--- config.mk ---
export PLATFORM = sky130hd
export DESIGN_NAME = bbsc_top
export DESIGN_NICKNAME = d
export VERILOG_FILES = /design/src/bbsc_pkg.sv /design/src/bbsc_conv_slot.sv /design/src/bbsc_top.sv
export SDC_FILE = /design/constraint.sdc
export NUM_CORES = 1
export LEC_CHECK = 0
export BUFFER_PORTS_ARGS = -buffer_cell sky130_fd_sc_hd__buf_2
export CELL_PAD_IN_SITES_DETAIL_PLACEMENT = 1
export CELL_PAD_IN_SITES_GLOBAL_PLACEMENT = 2
export CORE_UTILIZATION = 33
export DETAILED_ROUTE_END_ITERATION = 12
export PLACE_DENSITY = 0.79
export SLEW_MARGIN = 20
export SYNTH_ARGS = -nofsm -noshare
export SYNTH_HDL_FRONTEND = slang
export SYNTH_SLANG_ARGS = --single-unit
--- constraint.sdc ---
create_clock -name CLK_IN -period 2.6 [get_ports CLK_IN]
set_clock_uncertainty 0.15 [all_clocks]
set_input_delay 0.65 -clock CLK_IN [delete_from_list [all_inputs] [get_ports CLK_IN]]
set_output_delay 0.65 -clock CLK_IN [all_outputs]
set_load 0.01 [all_outputs]
--- src/bbsc_pkg.sv ---
// Purpose: constants and types shared by the converter 5/6 slot sequencing block
// Assumes: 16-bit registers reached by a simple synchronous register port
// Notes: mask-programmed defaults are parameters of this package
package bbsc_pkg;
  // ==========================================================
  // register map
  localparam logic [7:0] BBSC_ADDR_CONV5_CTRL = 8'hC0;
  localparam logic [7:0] BBSC_ADDR_CONV5_TMO = 8'hC1;
  localparam logic [7:0] BBSC_ADDR_CONV6_CTRL = 8'hC3;
  localparam logic [7:0] BBSC_ADDR_CONV6_TMO = 8'hC4;

  // ==========================================================
  // field positions
  localparam int BBSC_FB_LSB = 0;
  localparam int BBSC_RMPL_BIT = 3;
  localparam int BBSC_RMPH_BIT = 4;
  localparam int BBSC_ACT_LSB = 14;
  localparam int BBSC_EN_LSB = 10;
  localparam int BBSC_SD_LSB = 6;
  localparam int BBSC_CAP_LSB = 14;
  localparam int BBSC_FLT_BIT = 10;
  localparam int BBSC_VSEL_LSB = 0;

  // ==========================================================
  // writable bits and mask-programmed defaults
  localparam logic [15:0] BBSC_CONV5_CTRL_MASK = 16'h001B;
  localparam logic [15:0] BBSC_TMO_MASK = 16'hFFC0;
  localparam logic [15:0] BBSC_CONV6_CTRL_MASK = 16'hC47F;
  localparam logic [15:0] BBSC_CONV5_CTRL_RST = 16'h0008;
  localparam logic [15:0] BBSC_CONV5_TMO_RST = 16'h0000;
  localparam logic [15:0] BBSC_CONV6_CTRL_RST = 16'h0000;
  localparam logic [15:0] BBSC_CONV6_TMO_RST = 16'h0000;

  // ==========================================================
  // codes
  localparam logic [1:0] BBSC_FB_EXT_PIN = 2'h0;
  localparam logic [1:0] BBSC_FB_SINK_A = 2'h1;
  localparam logic [1:0] BBSC_FB_SINK_B = 2'h2;
  localparam logic [1:0] BBSC_FB_BUS_DIV = 2'h3;
  localparam logic [1:0] BBSC_RAMP_LOW_V = 2'h3;
  localparam logic [1:0] BBSC_ACT_IGNORE = 2'h0;
  localparam logic [1:0] BBSC_ACT_CONV = 2'h1;
  localparam logic [1:0] BBSC_CAP_UNUSED = 2'h2;
  localparam logic [3:0] BBSC_SLOT_NONE = 4'h0;
  localparam logic [3:0] BBSC_SLOT_LAST = 4'hE;
  localparam logic [3:0] BBSC_SLOT_EDGE = 4'hF;
  localparam logic [6:0] BBSC_VSEL_MAX = 7'h66;

  // ==========================================================
  // timing
  localparam int BBSC_CLK_MHZ = 40;
  localparam int BBSC_SLOT_US = 2;
  localparam int BBSC_SLOT_CYC = BBSC_SLOT_US * BBSC_CLK_MHZ;

  typedef enum logic [1:0] {
    BBSC_ST_OFF = 2'b00,
    BBSC_ST_UP = 2'b01,
    BBSC_ST_ACTIVE = 2'b10,
    BBSC_ST_DOWN = 2'b11
  } bbsc_state_t;

  typedef struct packed {
    logic [1:0] action;
    logic [3:0] en_slot;
    logic [3:0] sd_slot;
  } bbsc_slot_cfg_t;
endpackage : bbsc_pkg

--- src/bbsc_conv_slot.sv ---
// Purpose: enable and fault handling for one converter in the slot sequence
// Assumes: slot strobes come from the shared sequencer
// Notes: one instance per converter
`timescale 1ns/10ps
module bbsc_conv_slot
  import bbsc_pkg::*;
(
  input wire logic clk_in,
  input wire logic rst_in,
  input wire logic ce_in,
  input wire bbsc_slot_cfg_t cfg_in,
  input wire logic up_tick_in,
  input wire logic down_tick_in,
  input wire logic [3:0] slot_in,
  input wire logic enter_active_in,
  input wire logic enter_off_in,
  input wire logic fault_in,
  output logic enable_out,
  output logic irq_out,
  output logic sys_sd_out
);
  logic en_r;
  logic irq_r;
  logic sd_r;
  wire logic up_hit = up_tick_in && cfg_in.en_slot == slot_in &&
                      cfg_in.en_slot != BBSC_SLOT_NONE && cfg_in.en_slot <= BBSC_SLOT_LAST;
  wire logic act_hit = enter_active_in && cfg_in.en_slot == BBSC_SLOT_EDGE;
  wire logic sd_mid = cfg_in.sd_slot != BBSC_SLOT_NONE && cfg_in.sd_slot <= BBSC_SLOT_LAST;
  wire logic dn_hit = (down_tick_in && sd_mid && cfg_in.sd_slot == slot_in) ||
                      (enter_off_in && !sd_mid);
  wire logic conv_kill = fault_in && cfg_in.action == BBSC_ACT_CONV;
  wire logic sys_kill = fault_in && cfg_in.action[1];

  // shutdown wins over start-up when both land together
  always_ff @(posedge clk_in) begin
    if (rst_in) begin
      en_r <= 1'b0;
      irq_r <= 1'b0;
      sd_r <= 1'b0;
    end else if (ce_in) begin
      if (dn_hit || conv_kill) begin
        en_r <= 1'b0;
      end else if (up_hit || act_hit) begin
        en_r <= 1'b1;
      end
      irq_r <= fault_in;
      sd_r <= sys_kill;
    end
  end
  assign enable_out = en_r;
  assign irq_out = irq_r;
  assign sys_sd_out = sd_r;
endmodule : bbsc_conv_slot

--- src/bbsc_top.sv ---
// Purpose: converter 5/6 feedback, fault action and slot sequencing control
// Assumes: register port and state inputs synchronous to CLK_IN
// Notes: analogue regulation lies outside; settings are driven out as codes
// What this block does
// - feedback codes 01/10/11 pick sinks or divider
// - code 00 uses external divider pin
// - divider feedback forces low-voltage ramp code
// - conv5 fault: interrupt plus programmed action
// - conv5 start slot: never, 1-14, active
// - conv5 shutdown slot 1-14, else at off
// - conv6 cap select, code 10 unused
// - conv6 bit10: 0 discharge, 1 float
// - conv6 voltage code capped at 3.4V
// - conv6 fault: interrupt plus programmed action
// - conv6 start slot same coding as conv5
// - conv6 shutdown slot 1-14, else at off
// - state machine reset restores mask defaults
`timescale 1ns/10ps
module bbsc_top
  import bbsc_pkg::*;
(
  input wire logic CLK_IN,
  input wire logic SYS_RST_IN,
  input wire logic CE_IN,
  input wire logic PSM_RESET_IN,
  input wire logic START_UP_IN,
  input wire logic SHUT_DOWN_IN,
  input wire logic REG_WR_IN,
  input wire logic [7:0] REG_ADDR_IN,
  input wire logic [15:0] REG_WDATA_IN,
  input wire logic CONV5_FAULT_IN,
  input wire logic CONV6_FAULT_IN,
  output logic [15:0] REG_RDATA_OUT,
  output logic [1:0] SEQ_STATE_OUT,
  output logic [3:0] SLOT_OUT,
  output logic CONV5_ENABLE_OUT,
  output logic CONV6_ENABLE_OUT,
  output logic [1:0] CONV5_FEEDBACK_SELECT_OUT,
  output logic CONV5_FB_PIN_OUT,
  output logic CONV5_FB_SINK_A_OUT,
  output logic CONV5_FB_SINK_B_OUT,
  output logic CONV5_FB_BUS_DIV_OUT,
  output logic [1:0] CONV5_RAMP_OUT,
  output logic [1:0] CONV6_CAP_SELECT_OUT,
  output logic CONV6_DISCHARGE_OUT,
  output logic [6:0] CONV6_VOLTAGE_CODE_OUT,
  output logic CONV5_IRQ_OUT,
  output logic CONV6_IRQ_OUT,
  output logic SYS_SHUTDOWN_OUT
);
  // ==========================================================
  // registers
  logic [15:0] c5_ctrl_r;
  logic [15:0] c5_tmo_r;
  logic [15:0] c6_ctrl_r;
  logic [15:0] c6_tmo_r;
  logic [15:0] rdata_r;
  wire logic defaults = SYS_RST_IN || PSM_RESET_IN;
  wire logic wr_c5c = REG_WR_IN && REG_ADDR_IN == BBSC_ADDR_CONV5_CTRL;
  wire logic wr_c5t = REG_WR_IN && REG_ADDR_IN == BBSC_ADDR_CONV5_TMO;
  wire logic wr_c6c = REG_WR_IN && REG_ADDR_IN == BBSC_ADDR_CONV6_CTRL;
  wire logic wr_c6t = REG_WR_IN && REG_ADDR_IN == BBSC_ADDR_CONV6_TMO;
  wire logic [6:0] vsel_wr = REG_WDATA_IN[BBSC_VSEL_LSB +: 7];
  wire logic [6:0] vsel_ok = (vsel_wr > BBSC_VSEL_MAX) ? BBSC_VSEL_MAX : vsel_wr;
  wire logic [1:0] cap_wr = REG_WDATA_IN[BBSC_CAP_LSB +: 2];
  wire logic [1:0] cap_ok = (cap_wr == BBSC_CAP_UNUSED) ? c6_ctrl_r[BBSC_CAP_LSB +: 2] : cap_wr;
  wire logic [15:0] c6_wr = {cap_ok, REG_WDATA_IN[13:7], vsel_ok} & BBSC_CONV6_CTRL_MASK;

  always_ff @(posedge CLK_IN) begin
    if (defaults) begin
      c5_ctrl_r <= BBSC_CONV5_CTRL_RST;
      c5_tmo_r <= BBSC_CONV5_TMO_RST;
      c6_ctrl_r <= BBSC_CONV6_CTRL_RST;
      c6_tmo_r <= BBSC_CONV6_TMO_RST;
    end else if (CE_IN) begin
      if (wr_c5c) c5_ctrl_r <= REG_WDATA_IN & BBSC_CONV5_CTRL_MASK;
      if (wr_c5t) c5_tmo_r <= REG_WDATA_IN & BBSC_TMO_MASK;
      // unused cap code keeps old value; voltage clamped to top code
      if (wr_c6c) c6_ctrl_r <= c6_wr;
      if (wr_c6t) c6_tmo_r <= REG_WDATA_IN & BBSC_TMO_MASK;
    end
  end

  // ==========================================================
  // read back, registered one cycle after the address
  wire logic [15:0] rd_mux =
    (REG_ADDR_IN == BBSC_ADDR_CONV5_CTRL) ? c5_ctrl_r :
    (REG_ADDR_IN == BBSC_ADDR_CONV5_TMO) ? c5_tmo_r :
    (REG_ADDR_IN == BBSC_ADDR_CONV6_CTRL) ? c6_ctrl_r :
    (REG_ADDR_IN == BBSC_ADDR_CONV6_TMO) ? c6_tmo_r : 16'h0000;
  always_ff @(posedge CLK_IN) begin
    if (SYS_RST_IN) rdata_r <= 16'h0000;
    else if (CE_IN) rdata_r <= rd_mux;
  end

  // ==========================================================
  // slot sequencer
  bbsc_state_t st_r;
  bbsc_state_t st_nxt;
  logic [3:0] slot_r;
  logic [7:0] tick_cnt_r;
  logic enter_act_r;
  logic enter_off_r;
  wire logic sys_sd5;
  wire logic sys_sd6;
  wire logic sys_sd = sys_sd5 || sys_sd6;
  wire logic tick = tick_cnt_r == 8'(BBSC_SLOT_CYC - 1);
  wire logic seq_run = st_r == BBSC_ST_UP || st_r == BBSC_ST_DOWN;
  wire logic last_slot = tick && slot_r == BBSC_SLOT_LAST;

  always_comb begin
    st_nxt = st_r;
    case (st_r)
      BBSC_ST_OFF: if (START_UP_IN && !sys_sd) st_nxt = BBSC_ST_UP;
      BBSC_ST_UP: if (sys_sd) st_nxt = BBSC_ST_DOWN;
        else if (last_slot) st_nxt = BBSC_ST_ACTIVE;
      BBSC_ST_ACTIVE: if (SHUT_DOWN_IN || sys_sd) st_nxt = BBSC_ST_DOWN;
      BBSC_ST_DOWN: if (last_slot) st_nxt = BBSC_ST_OFF;
      default: st_nxt = BBSC_ST_OFF;
    endcase
  end

  always_ff @(posedge CLK_IN) begin
    if (defaults) begin
      st_r <= BBSC_ST_OFF;
      slot_r <= 4'h1;
      tick_cnt_r <= 8'h00;
      enter_act_r <= 1'b0;
      enter_off_r <= 1'b0;
    end else if (CE_IN) begin
      st_r <= st_nxt;
      enter_act_r <= st_nxt == BBSC_ST_ACTIVE && st_r != BBSC_ST_ACTIVE;
      enter_off_r <= st_nxt == BBSC_ST_OFF && st_r == BBSC_ST_DOWN;
      if (!seq_run || st_nxt != st_r) begin
        tick_cnt_r <= 8'h00;
        slot_r <= 4'h1;
      end else if (tick) begin
        tick_cnt_r <= 8'h00;
        slot_r <= slot_r + 4'h1;
      end else begin
        tick_cnt_r <= tick_cnt_r + 8'h01;
      end
    end
  end

  // ==========================================================
  // per-converter slot handling
  wire bbsc_slot_cfg_t cfg5 = {c5_tmo_r[BBSC_ACT_LSB +: 2], c5_tmo_r[BBSC_EN_LSB +: 4],
                               c5_tmo_r[BBSC_SD_LSB +: 4]};
  wire bbsc_slot_cfg_t cfg6 = {c6_tmo_r[BBSC_ACT_LSB +: 2], c6_tmo_r[BBSC_EN_LSB +: 4],
                               c6_tmo_r[BBSC_SD_LSB +: 4]};
  wire logic up_tick = st_r == BBSC_ST_UP && tick;
  wire logic dn_tick = st_r == BBSC_ST_DOWN && tick;
  wire logic conv_rst = defaults;

  bbsc_conv_slot u_conv5 (
    .clk_in(CLK_IN),
    .rst_in(conv_rst),
    .ce_in(CE_IN),
    .cfg_in(cfg5),
    .up_tick_in(up_tick),
    .down_tick_in(dn_tick),
    .slot_in(slot_r),
    .enter_active_in(enter_act_r),
    .enter_off_in(enter_off_r),
    .fault_in(CONV5_FAULT_IN),
    .enable_out(CONV5_ENABLE_OUT),
    .irq_out(CONV5_IRQ_OUT),
    .sys_sd_out(sys_sd5)
  );
  bbsc_conv_slot u_conv6 (
    .clk_in(CLK_IN),
    .rst_in(conv_rst),
    .ce_in(CE_IN),
    .cfg_in(cfg6),
    .up_tick_in(up_tick),
    .down_tick_in(dn_tick),
    .slot_in(slot_r),
    .enter_active_in(enter_act_r),
    .enter_off_in(enter_off_r),
    .fault_in(CONV6_FAULT_IN),
    .enable_out(CONV6_ENABLE_OUT),
    .irq_out(CONV6_IRQ_OUT),
    .sys_sd_out(sys_sd6)
  );

  // ==========================================================
  // analogue settings, registered
  wire logic [1:0] fb = c5_ctrl_r[BBSC_FB_LSB +: 2];
  wire logic [1:0] ramp_bits = {c5_ctrl_r[BBSC_RMPH_BIT], c5_ctrl_r[BBSC_RMPL_BIT]};
  logic [1:0] fb_r;
  logic [3:0] fb_onehot_r;
  logic [1:0] ramp_r;
  logic [1:0] cap_r;
  logic dis_r;
  logic [6:0] vsel_r;
  logic sys_sd_r;
  always_ff @(posedge CLK_IN) begin
    if (defaults) begin
      fb_r <= BBSC_FB_EXT_PIN;
      fb_onehot_r <= 4'h1;
      ramp_r <= 2'h1;
      cap_r <= 2'h0;
      dis_r <= 1'b0;
      vsel_r <= 7'h00;
      sys_sd_r <= 1'b0;
    end else if (CE_IN) begin
      fb_r <= fb;
      fb_onehot_r <= {fb == BBSC_FB_BUS_DIV, fb == BBSC_FB_SINK_B,
                      fb == BBSC_FB_SINK_A, fb == BBSC_FB_EXT_PIN};
      ramp_r <= (fb == BBSC_FB_BUS_DIV) ? BBSC_RAMP_LOW_V : ramp_bits;
      cap_r <= c6_ctrl_r[BBSC_CAP_LSB +: 2];
      // discharge only while disabled and float bit clear
      dis_r <= !c6_ctrl_r[BBSC_FLT_BIT] && !CONV6_ENABLE_OUT;
      vsel_r <= c6_ctrl_r[BBSC_VSEL_LSB +: 7];
      sys_sd_r <= sys_sd;
    end
  end

  assign REG_RDATA_OUT = rdata_r;
  assign SEQ_STATE_OUT = st_r;
  assign SLOT_OUT = slot_r;
  assign CONV5_FEEDBACK_SELECT_OUT = fb_r;
  assign CONV5_FB_PIN_OUT = fb_onehot_r[0];
  assign CONV5_FB_SINK_A_OUT = fb_onehot_r[1];
  assign CONV5_FB_SINK_B_OUT = fb_onehot_r[2];
  assign CONV5_FB_BUS_DIV_OUT = fb_onehot_r[3];
  assign CONV5_RAMP_OUT = ramp_r;
  assign CONV6_CAP_SELECT_OUT = cap_r;
  assign CONV6_DISCHARGE_OUT = dis_r;
  assign CONV6_VOLTAGE_CODE_OUT = vsel_r;
  assign SYS_SHUTDOWN_OUT = sys_sd_r;
endmodule : bbsc_top

# Word level (Yosys, flattened, before mapping)
# Cells that the tools add are included.
[totals] elab_cells=142 ff_bits=91
[classes] mux=20 n_eq_ne=24 reduce_logical=66 n_lt_le_gt_ge=5 add_sub_neg=2 bitwise=1
[ops] op="$mux W16" count=4
[ops] op="$eq A8 B8 Y1 const B" count=4
[ops] op="$logic_and A1 B1 Y1" count=31
[ops] op="$eq A4 B4 Y1" count=4
[ops] op="$le A4 B4 Y1 const B" count=4
[ops] op="$mux W8" count=2
[ops] op="$reduce_bool A4 Y1" count=4
[ops] op="$reduce_and A2 Y1" count=7
[ops] op="$eq A2 B2 Y1 const B" count=6
[ops] op="$eq A4 B4 Y1 const B" count=3
[ops] op="$mux W2" count=6
[ops] op="$logic_or A1 B1 Y1" count=11
[ops] op="$add A8 B1 Y8 const B" count=1
[ops] op="$eq A2 B1 Y1 const B" count=4
[ops] op="$eq A8 B7 Y1 const B" count=1
[ops] op="$mux W4" count=2
[ops] op="$pmux W2 S4" count=1
[ops] op="$gt A7 B7 Y1 const B" count=1
[ops] op="$mux W7" count=1
[ops] op="$logic_not A1 Y1" count=6
[ops] op="$logic_not A2 Y1" count=3
[ops] op="$reduce_bool A2 Y1" count=3
[ops] op="$add A4 B1 Y4 const B" count=1
[ops] op="$mux W1" count=4
[ops] op="other kinds (4)" count=4

# Longest topological paths before layout
# Gate-level depths: netlist of run 1.
[logic_depth] word_depth=9 mapped_depth=7 mapped_depth_nobuf=6

# By module
# A second synthesis of run 1 with hierarchy kept.
[unflattened] hier_cells=464 area_unflattened_um2=4106.4
[by_module_without_submodules] module="bbsc_top" n_inst=1 cells_each=400 area_each_um2=3578.4
[by_module_without_submodules] module="bbsc_conv_slot" n_inst=2 cells_each=32 area_each_um2=264.0

# Worst setup path after synthesis of run 1
# Ideal clock, no wire load.
[synth_path] kind="input port to flip-flop" from="in REG_ADDR_IN[1]" to="reg c6_tmo_r[10]" required_ps=2322 path_stages=6 arrival_time_ps=1991 setup_slack_ps=331 setup_ps=128 path_cell_list="buf_2 > nor3b_1 > nor4b_1 > buf_2 > mux2i_1 > nor2_1"
[synth_between] elab_chain_cells=3
[synth_lines] element="start, declared" line="bbsc_top.sv:29" rtl="input wire logic [7:0] REG_ADDR_IN,"
[synth_lines] element="$eq A8 B8 Y1" line="bbsc_top.sv:62" rtl="wire logic wr_c6t = REG_WR_IN && REG_ADDR_IN == BBSC_ADDR_CONV6_TMO;"
[synth_lines] element="$logic_and A1 B1 Y1" line="bbsc_top.sv:62"
[synth_lines] element="$reduce_and A2 Y1 (no source line)"
[synth_lines] element="end signal, assigned" line="bbsc_top.sv:80" rtl="if (wr_c6t) c6_tmo_r <= REG_WDATA_IN & BBSC_TMO_MASK;"
[synth_lines] element="end, declared" line="bbsc_top.sv:56" rtl="logic [15:0] c6_tmo_r;"
# No other way between the ends.
# A chain may end at the register's enable or synchronous reset.

# Worst setup path in the final report of run 1
[layout_path] from="reg tick_cnt_r[4]" to="reg slot_r[0], in the netlist SLOT_OUT[0]"
[layout_between] elab_chain_cells=9 word_cells_on_any_way=11
[layout_lines] element="start, declared" line="bbsc_top.sv:101" rtl="logic [7:0] tick_cnt_r;"
[layout_lines] element="start signal, assigned" line="bbsc_top.sv:141" rtl="tick_cnt_r <= tick_cnt_r + 8'h01;"
[layout_lines] element="$eq A8 B7 Y1 *" line="bbsc_top.sv:107" rtl="wire logic tick = tick_cnt_r == 8'(BBSC_SLOT_CYC - 1);"
[layout_lines] element="$logic_and A1 B1 Y1" line="bbsc_top.sv:109" rtl="wire logic last_slot = tick && slot_r == BBSC_SLOT_LAST;"
[layout_lines] element="$mux W2" line="bbsc_top.sv:116" rtl="else if (last_slot) st_nxt = BBSC_ST_ACTIVE;"
[layout_lines] element="$mux W2" line="bbsc_top.sv:115" rtl="BBSC_ST_UP: if (sys_sd) st_nxt = BBSC_ST_DOWN;"
[layout_lines] element="$pmux W2 S4" line="bbsc_top.sv:113" rtl="case (st_r)"
[layout_lines] element="$ne A2 B2 Y1" line="bbsc_top.sv:134" rtl="if (!seq_run || st_nxt != st_r) begin"
[layout_lines] element="$logic_or A1 B1 Y1" line="bbsc_top.sv:134"
[layout_lines] element="$reduce_bool A2 Y1 (no source line)"
[layout_lines] element="$reduce_and A2 Y1 (no source line)"
[layout_lines] element="end signal, assigned" line="bbsc_top.sv:139" rtl="slot_r <= slot_r + 4'h1;"
[layout_lines] element="end, declared" line="bbsc_top.sv:100" rtl="logic [3:0] slot_r;"
# Every way passes the cells marked *; elsewhere a longest branch is shown, timed or not.

==> results of run 1 <==
## kinds of logic after synthesis
group / after synthesis
AO/OA/AOI/OAI: 92
buffers and inverters: 34
adder cells (fa/ha/maj): 3
multiplexers: 35
AND/OR/NAND/NOR: 194
flip-flops: 91
XOR/XNOR: 20
## worst max-delay path, stage by stage, from the launching register on
cell	delay, ns
dfxtp_1	0.36
or4b_4	0.59
o221a_4	0.29
or4_1	0.46
o31a_1	0.26
## layout make-up
| class | instances | area (um^2) | area share, % |
|---|---|---|---|
| flip-flops and latches | 91 | 1820 | 36.6 |
| multi-input cells | 344 | 2140 | 43.1 |
| clock buffers | 13 | 240 | 4.83 |
| repair buffers | 96 | 528 | 10.6 |
| well taps | 168 | 210 | 4.23 |
| inverters | 4 | 15.0 | 0.302 |
| clock inverters | 3 | 15.0 | 0.302 |
## power groups by stage
| stage | sequential (mW) | clock (mW) | combinational [mW] |
|---|---|---|---|
| after floorplan | 1.43 | 0 | 0.0835 |
| after global placement | 1.43 | 0 | 0.161 |
| after detailed placement | 1.43 | 0 | 0.164 |
| after CTS | 1.40 | 1.19 | 0.165 |
| after global routing | 1.40 | 1.25 | 0.178 |
| final | 1.40 | 1.17 | 0.162 |
## routing by layer
layer	up-vias	routed length (um)
met3	10	315
met1	1867	5400
met4	0	126
li1	1823	-
met5	-	0
met2	50	6110
## state kept, by name (all words and copies together) (netlist names), 7 cells and up
register,flops
CONV6_VOLTAGE_CODE_OUT,7
REG_RDATA_OUT,16
c5_tmo_r,10
c6_ctrl_r,10
c6_tmo_r,10
tick_cnt_r,8
## stage by stage
stage / setup WS [ns] / util (%)
after floorplan: 0.331 / -
after global placement: 0.400 / 39.1
after detailed placement: 0.311 / 39.1
after CTS: 0.400 / 41.2
after global routing: 0.350 / 41.2
final: 0.387 / 41.2
## cells in the mapped netlist, types with 5 or more instances
| cell type | count |
|---|---|
| mux2i_1 | 35 |
| nand4_1 | 9 |
| nor2_1 | 62 |
| clkbuf_1 | 24 |
| dfxtp_1 | 91 |
| xor2_1 | 17 |
| nor3_1 | 12 |
| nand2b_1 | 5 |
| nand3_1 | 20 |
| o21ai_0 | 16 |
| and3_1 | 5 |
| a21oi_1 | 26 |
| a211oi_1 | 6 |
| nand2_1 | 46 |
| o211ai_1 | 6 |
| nor2b_1 | 7 |
| a22oi_1 | 6 |
| nand3b_1 | 6 |
## final timing paths
| path | from | end | slack [ns] | cells after the start |
|---|---|---|---|---|
| max | tick_cnt_r[4] | SLOT_OUT[0] | 0.39 | 4 |
| min reg2reg | REG_RDATA_OUT[6] | REG_RDATA_OUT[6] | 0.29 | 2 |
| max reg2reg | tick_cnt_r[4] | SLOT_OUT[0] | 0.39 | 4 |
| min | REG_RDATA_OUT[6] | REG_RDATA_OUT[6] | 0.29 | 2 |
==> impl_metrics.toml, run 1 <==
[floorplanning]
rows = 40
die_w_um = 113
num_io_pins = 78
die-area_um2 = 12800
initial_core_util_pct = 33.9
core_um2 = 12100
dieHeight_um = 113

[cts]
h-tree-depth = 3
postCtsSetupRepairBufs = 0
cts_hold_buf = 0
clock_latency_ns = 0.33
cts_tree = "done"
cts_made_buffers = 9
clk_pin_slew_ns = 0.06
ctsLongestPathBuffers = 2
cts_resized = 0
cts_sinks = 91
root_buffer = "clkbuf_16"

[drt]
viasPerCell = 5.22
wl_per_cell_um = 16.6
wl_mm = 12.0
drt_first_pass_iters = 4
drc = 0
num_vias = 3750
drtAntennaViolNets = 0
drt-initial-drc-count = 124

[final_layout]
syn2layout_area_growth_pct = 21.6
layout_common_cells = "91 x dfxtp_1, 77 x buf_2, 62 x nor2_1"
fin_area_um2 = 4970
n_antenna_cell = 0
drive_gt1_share_pct = 20.9
fillerInstances = 1464
layout.cells.non_filler = 719
nNetsFinal = 582
layout_commonest_cell = "dfxtp_1"

[yosys]
synthTopCellsByArea = "dfxtp_1 45%, mux2i_1 8.6%, nor2_1 5.7%, nand2_1 4.2%, xor2_1 3.6%"
synth_top_area_share_pct = 44.5
syn_area_per_cell_um2 = 8.72
syn_inst = 469
yosysWarningCount = 0
synthSimpleGateAreaFrac_pct = 23.2
synth_compound_area_share_pct = 15.2
synth_top_family_by_area = "simple AND/OR/NAND/NOR gates"
netlist_area_um2 = 4090
async_reset_ff_share_pct = 0
synth_edf_count = 0
muxShareOfSynthArea_pct = 8.57
yosysTopAreaCell = "dfxtp_1"
ys_ff_latch = 91
yosysUniqueCellTypes = 55
synthAdderAreaFrac_pct = 0.918
synth-xor-area-share_pct = 4.28
syn_nets = 505
synth-seq-area-share_pct = 44.5
synth_ff_type = "dfxtp_1"

[power_and_ir_drop]
switching_share_pct = 23.0
leakage_nw = 2.07
p_total_mw = 2.73
combPwrFrac_pct = 5.9
power_switching_uw = 629
power.density_nw_per_um2 = 549
p_int_mw = 2.10
seq_power_share_pct = 51.4
pwr-share-clk_pct = 42.7
vdd_drop_max_mv = 0.300

[sta]
period_needed_ns = 2.21
rsz0062_at_grt = "false"
min_period_over_period_pct = 85.1
timing.final.max_slew_violations = 0
max_slew_margin_pct = 51.4
hold_viol_final = 0
max_clock_freq_mhz = 452
final.setup.tns_ns = 0
timing.hold.ws_ns = 0.291
finalSetupViolCount = 0
tightest_slew_ns = 0.730

[global_routing]
grt.overflow.total = 0
grt_use_total_pct = 19.6
use_met2_pct = 35.3
grt_pass1_vias = 3876
use_met1_pct = 23.9
grt_max_degree = 36
grt_pass1_wl_mm = 19.8
use_met3_pct = 3.75
antenna_found_initial = 0
grt.busiest_layer = "met2"

[placement]
dp.cells = 703
io_buffers = 77
gp_congestion = 0.743
placed_area_um2 = 4720
detailed_place_hpwl_mm = 8.92

[setup_path]
critPathRequiredTime_ns = 2.67
worstSetupPathType = "flop to flop"
end_kind = "flop"
arrival_ns = 2.29
crit_fanout = 9
cp-start-kind = "flop"

[hold_path]
hold_class = "flop to flop"

[status]
status = "completed"

[flow_run]
max_cap_violations = 0
No activity file was read; power rests on OpenSTA's default activity.
==> run 2, diff against run 1 <==
PLACE_DENSITY = 0.77   (was 0.79)
==> run 2 against run 1 <==
Against the previous run:
- register-to-register slack gained 0.04 ns
- highest routed layer unchanged
- clock power increased by 7%
- die area unchanged
==> impl_metrics.toml, run 2 (synthesis results as in run 1) <==
[status]
status = "completed"

[final_layout]
syn2layout_area_growth_pct = 22.2
fillerInstances = 1453
n_antenna_cell = 0
drive_gt1_share_pct = 21.6
layout_commonest_cell = "dfxtp_1"
nNetsFinal = 582
layout.cells.non_filler = 719
layout_common_cells = "91 x dfxtp_1, 77 x buf_2, 62 x nor2_1"
largest_reg_flops = 16

[floorplanning]
num_io_pins = 78
initial_core_util_pct = 33.9
core_um2 = 12100
die_w_um = 113
die-area_um2 = 12800
dieHeight_um = 113
rows = 40

[sta]
period_needed_ns = 2.17
final.setup.tns_ns = 0
hold_viol_final = 0
min_period_over_period_pct = 83.5
finalSetupViolCount = 0
max_clock_freq_mhz = 460
tightest_slew_ns = 0.655
timing.final.max_slew_violations = 0
rsz0062_at_grt = "false"
max_slew_margin_pct = 56.4

[cts]
clock_latency_ns = 0.35
root_buffer = "clkbuf_16"
cts_resized = 0
clk_pin_slew_ns = 0.06
cts_tree = "done"
cts_hold_buf = 0
cts_made_buffers = 9
ctsLongestPathBuffers = 2
h-tree-depth = 3
cts_sinks = 91
postCtsSetupRepairBufs = 0

[placement]
detailed_place_hpwl_mm = 8.77
gp_congestion = 0.755
io_buffers = 77
dp.cells = 703

[drt]
drtAntennaViolNets = 0
drt-initial-drc-count = 124
num_vias = 3667
drc = 0
drt_first_pass_iters = 4
viasPerCell = 5.10
wl_per_cell_um = 16.4
wl_mm = 11.8

[global_routing]
antenna_found_initial = 0
grt_pass1_vias = 3896
grt_use_total_pct = 19.7
grt_pass1_wl_mm = 19.8
grt_max_degree = 32
grt.overflow.total = 0

[hold_path]
min_to = "REG_RDATA_OUT[10]"
whs_path_depth = 2
hold_class = "flop to flop"
min-delay-start = "REG_RDATA_OUT[10]"

[setup_path]
arrival_ns = 2.26
critPathRequiredTime_ns = 2.69
cpPeakStageDelay_ns = 0.58
crit_buf_inv = 0
crit_fanout = 9
worstRegToRegCells = 4
r2r_slack_ns = 0.43
path_cells = "or4b_4 > o221a_4 > or4_1 > o31a_1"
end_kind = "flop"
cp-start-kind = "flop"
path_delay_family = "simple AND/OR/NAND/NOR gates"
worst_path_max_delay_cell = "or4b_4"
worstSetupPathType = "flop to flop"
worstReg2RegEnd = "SLOT_OUT[0]"
r2r_start = "tick_cnt_r[4]"

[power_and_ir_drop]
power.density_nw_per_um2 = 563
leakage_nw = 2.07
vdd_drop_max_mv = 0.283

[flow_run]
max_cap_violations = 0
[run 2: area by class of cell]
cell class / count / area (um^2) / share of cell area, %
inverter: 4 / 15.0 / 0.300
sequential: 91 / 1820 / 36.5
clock buffer: 10 / 239 / 4.78
clock inverter: 6 / 41.3 / 0.826
tap: 168 / 210 / 4.21
multi-input combinational: 344 / 2140 / 42.9
timing repair buffer: 96 / 528 / 10.6
[run 2: worst min-delay path: cells and delay by family, from the launching register on]
kind             cells  cell delay, ns
flip-flops           1            0.31
AND/OR/NAND/NOR      2            0.09
[run 2: how the worst max path moves through the flow]
stage	start	slack, ns	cells after the start	endpoint
after detailed placement	REG_ADDR_IN[4]	0.36	6	c6_tmo_r[7]
final	tick_cnt_r[4]	0.43	4	SLOT_OUT[0]
after floorplan	REG_ADDR_IN[1]	0.33	6	c6_tmo_r[10]
after CTS	tick_cnt_r[4]	0.42	4	SLOT_OUT[0]
after global placement	REG_ADDR_IN[4]	0.42	6	c6_tmo_r[8]
after global routing	SLOT_OUT[1]	0.36	5	SEQ_STATE_OUT[1]
[run 2: routing by layer]
metal  global-route usage, %  wire length [um]  vias to the layer above
li1                        -                 -                     1824
met1                    24.4              5620                     1782
met2                    34.6              5750                       48
met3                    2.95               276                       13
met4                    7.37               172                        0
met5                       0                 0                        -
[run 2: per-stage QoR]
stage | worst slack (ns) | hold slack (ns) | utilization [%] | power [mW] | cell area [um^2]
finish | 0.428 | 0.293 | 41.4 | 2.81 | 5000
CTS | 0.416 | 0.299 | 41.4 | 2.85 | 5000
detailed placement | 0.358 | 0.290 | 39.1 | 1.60 | 4720
floorplan | 0.331 | 0.299 | - | 1.52 | 4090
global placement | 0.418 | 0.276 | 39.1 | 1.60 | 4720
global route | 0.357 | 0.317 | 41.4 | 2.91 | 5000
[run 2: report_power, final]
| part | internal, mW | switching, mW | total, mW |
|---|---|---|---|
| sequential | 1.40 | 0.00439 | 1.40 |
| combinational | 0.0593 | 0.103 | 0.163 |
| clock | 0.672 | 0.577 | 1.25 |
| total | 2.13 | 0.685 | 2.81 |
==> run 3, diff against run 2 <==
ABC_AREA = 1   (was default)
CORE_UTILIZATION = 28   (was 33)
PLACE_DENSITY = 0.74   (was 0.77)
clock period = 1.8 ns   (was 2.6 ns; I/O delays follow)
==> run 3 against run 2 <==
Against the previous run:
- the run now ends with DRC left
- worst setup slack got worse by 0.34 ns
- register-to-register slack got worse by 0.34 ns
- die area is 19% higher
- global-route usage increased by 0.18 points
- critical path depth up 7
- flip-flop and latch count is the same
- power is 53% higher
- sequential share of layout area decreased by 2.9 points
- first-iteration DRC count up 65%
==> impl_metrics.toml, run 3 <==
[placement]
detailed_place_hpwl_mm = 11.0
gp_congestion = 0.839
dp.cells = 857
io_buffers = 77
dp_slack_ns = -0.0889

[power_and_ir_drop]
switching_share_pct = 24.2
leakage_nw = 2.26
vdd_drop_max_mv = 0.440
pwr-share-clk_pct = 45.0
seq_power_share_pct = 47.4
power.density_nw_per_um2 = 790
combPwrFrac_pct = 7.6
p_int_mw = 3.26
power_switching_mw = 1.04

[yosys]
syn_inst = 570
yosysTopAreaCell = "dfxtp_1"
netlist_area_um2 = 4160
yosysWarningCount = 0
syn_nets = 606
synthTopCellsByArea = "dfxtp_1 44%, nand2_1 11%, a21oi_1 8.3%, o21ai_0 5.1%, nand3_1 4.5%"
yosysUniqueCellTypes = 38
synth-seq-area-share_pct = 43.8
async_reset_ff_share_pct = 0
syn_area_per_cell_um2 = 7.29
synth_ff_type = "dfxtp_1"
ys_ff_latch = 91
yosys-top-cells-count = "121 x nand2_1, 91 x dfxtp_1, 69 x a21oi_1"
synth.most_common_cell = "nand2_1"
synth_top_area_share_pct = 43.8
synth_edf_count = 0

[global_routing]
grt_pass1_wl_mm = 22.8
grt_use_total_pct = 19.9
grt.overflow.total = 0
grt_pass1_vias = 4377
grt_max_degree = 29
antenna_found_initial = 0

[sta]
period_needed_ns = 1.71
timing.hold.ws_ns = 0.193
tightest_slew_ns = 0.366
min_period_over_period_pct = 95.2
setup_slack_ns = 0.0856
max_slew_margin_pct = 75.5
finalSetupViolCount = 0
timing.final.max_slew_violations = 0
max_clock_freq_mhz = 583
hold_viol_final = 0
final.setup.tns_ns = 0

[final_layout]
n_antenna_cell = 0
layout_common_cells = "116 x nand2_1, 88 x dfxtp_1, 77 x buf_2"
drive_gt1_share_pct = 27.6
largest_reg_flops = 16
fillerInstances = 1854
nNetsFinal = 721
layout.cells.non_filler = 873
layout_commonest_cell = "nand2_1"
syn2layout_area_growth_pct = 30.9

[drt]
drt-initial-drc-count = 205
viasPerCell = 4.91
drtAntennaViolNets = 0
wl_per_cell_um = 16.4
num_vias = 4286
drc = 1
wl_mm = 14.3
drt_first_pass_iters = 8

[hold_path]
hold_class = "primary input to flop"

[cts]
ctsLongestPathBuffers = 2
clk_pin_slew_ns = 0.07
cts_tree = "done"
cts_sinks = 91
root_buffer = "clkbuf_16"
cts_made_buffers = 9
h-tree-depth = 3
clock_latency_ns = 0.35
cts_hold_buf = 0

[setup_path]
crit_fanout = 7
critPathRequiredTime_ns = 1.90
worstSetupPathType = "flop to flop"
end_kind = "flop"
arrival_ns = 1.81
cp-start-kind = "flop"

[floorplanning]
rows = 44
initial_core_util_pct = 28.6
die_w_um = 124
core_um2 = 14500
dieHeight_um = 124
die-area_um2 = 15300
num_io_pins = 78

[status]
status = "finished with violations"
violations = "DRC"

[flow_run]
max_cap_violations = 0
run 3: changes by cell type in the layout (fill, tap and decap cells not counted), moves of 10 or more:
cell	before	now
a21oi_1	26	68
buf_4	19	48
inv_2	0	13
xor2_1	17	7
mux2i_1	35	0
nor2_1	62	38
nand3_1	20	36
nand2_1	46	116
inv_1	3	48
o21ai_0	16	42
run 3: path summary, 6_finish.rpt:
check | startpoint | end | slack (ns) | depth (start not counted)
worst max-delay path | tick_cnt_r[0] | SLOT_OUT[3] | 0.09 | 11
worst min-delay path | REG_WDATA_IN[11] | c5_tmo_r[11] | 0.19 | 3
worst max register to register | tick_cnt_r[0] | SLOT_OUT[3] | 0.09 | 11
worst min register to register | REG_RDATA_OUT[6] | REG_RDATA_OUT[6] | 0.31 | 2
run 3: logic make-up (layout without fill, tap and decap cells):
kind of cell	after synthesis	in the layout	share of synthesized area, %
xor+xnor	9	9	1.90
compound gates	144	144	18.7
buf+inv	85	204	8.28
flops	91	91	43.8
fa+ha+maj	3	3	0.903
simple gates	238	238	26.4
run 3: metrics by stage:
stage / power [mW] / util, % / area [um^2]
after floorplan: 2.24 / - / 4170
after global routing: 4.49 / 37.4 / 5440
after global placement: 2.40 / 34.8 / 5060
final: 4.30 / 37.4 / 5440
after detailed placement: 2.40 / 34.8 / 5060
after CTS: 4.37 / 36.9 / 5360
run 3: final cells by class:
cell class              instances  area (um^2)  area share, %
well taps                     184          230           4.23
flip-flops and latches         91         1830           33.5
clock inverters                 4         51.3          0.943
clock buffers                  11          243           4.46
inverters                      62          235           4.32
multi-input cells             394         2070           38.1
repair buffers                127          786           14.4
run 3: layer usage:
metal	GRT usage, %	up-vias	part of all wire [%]
met1	25.5	2052	47
met5	0	-	0
met4	7.98	0	1.8
met3	3.07	14	3.5
met2	33.2	86	48
li1	-	2134	-
run 3: power by group through the flow:
stage	registers, mW	logic (mW)	clock network [mW]
finish	2.04	0.325	1.94
global route	2.04	0.361	2.09
CTS	2.04	0.323	2.01
detailed placement	2.08	0.320	0
global placement	2.08	0.313	0
floorplan	2.09	0.149	0
run 3: timing repair:
action                     in CTS  in global routing
setup buffers                   0                  1
pin swaps                       0                  7
setup endpoints to repair       8                 15
resized for setup               2                 20
run 3: critical path, stage by stage (launching register included):
cell	delay (ns)
dfxtp_2	0.36
ha_4	0.14
nand2_2	0.06
nor2_4	0.17
nand2_1	0.13
buf_4	0.17
nand2_2	0.07
nand2_4	0.10
inv_4	0.08
nand3_1	0.06
nand2_1	0.07
nor2_1	0.05
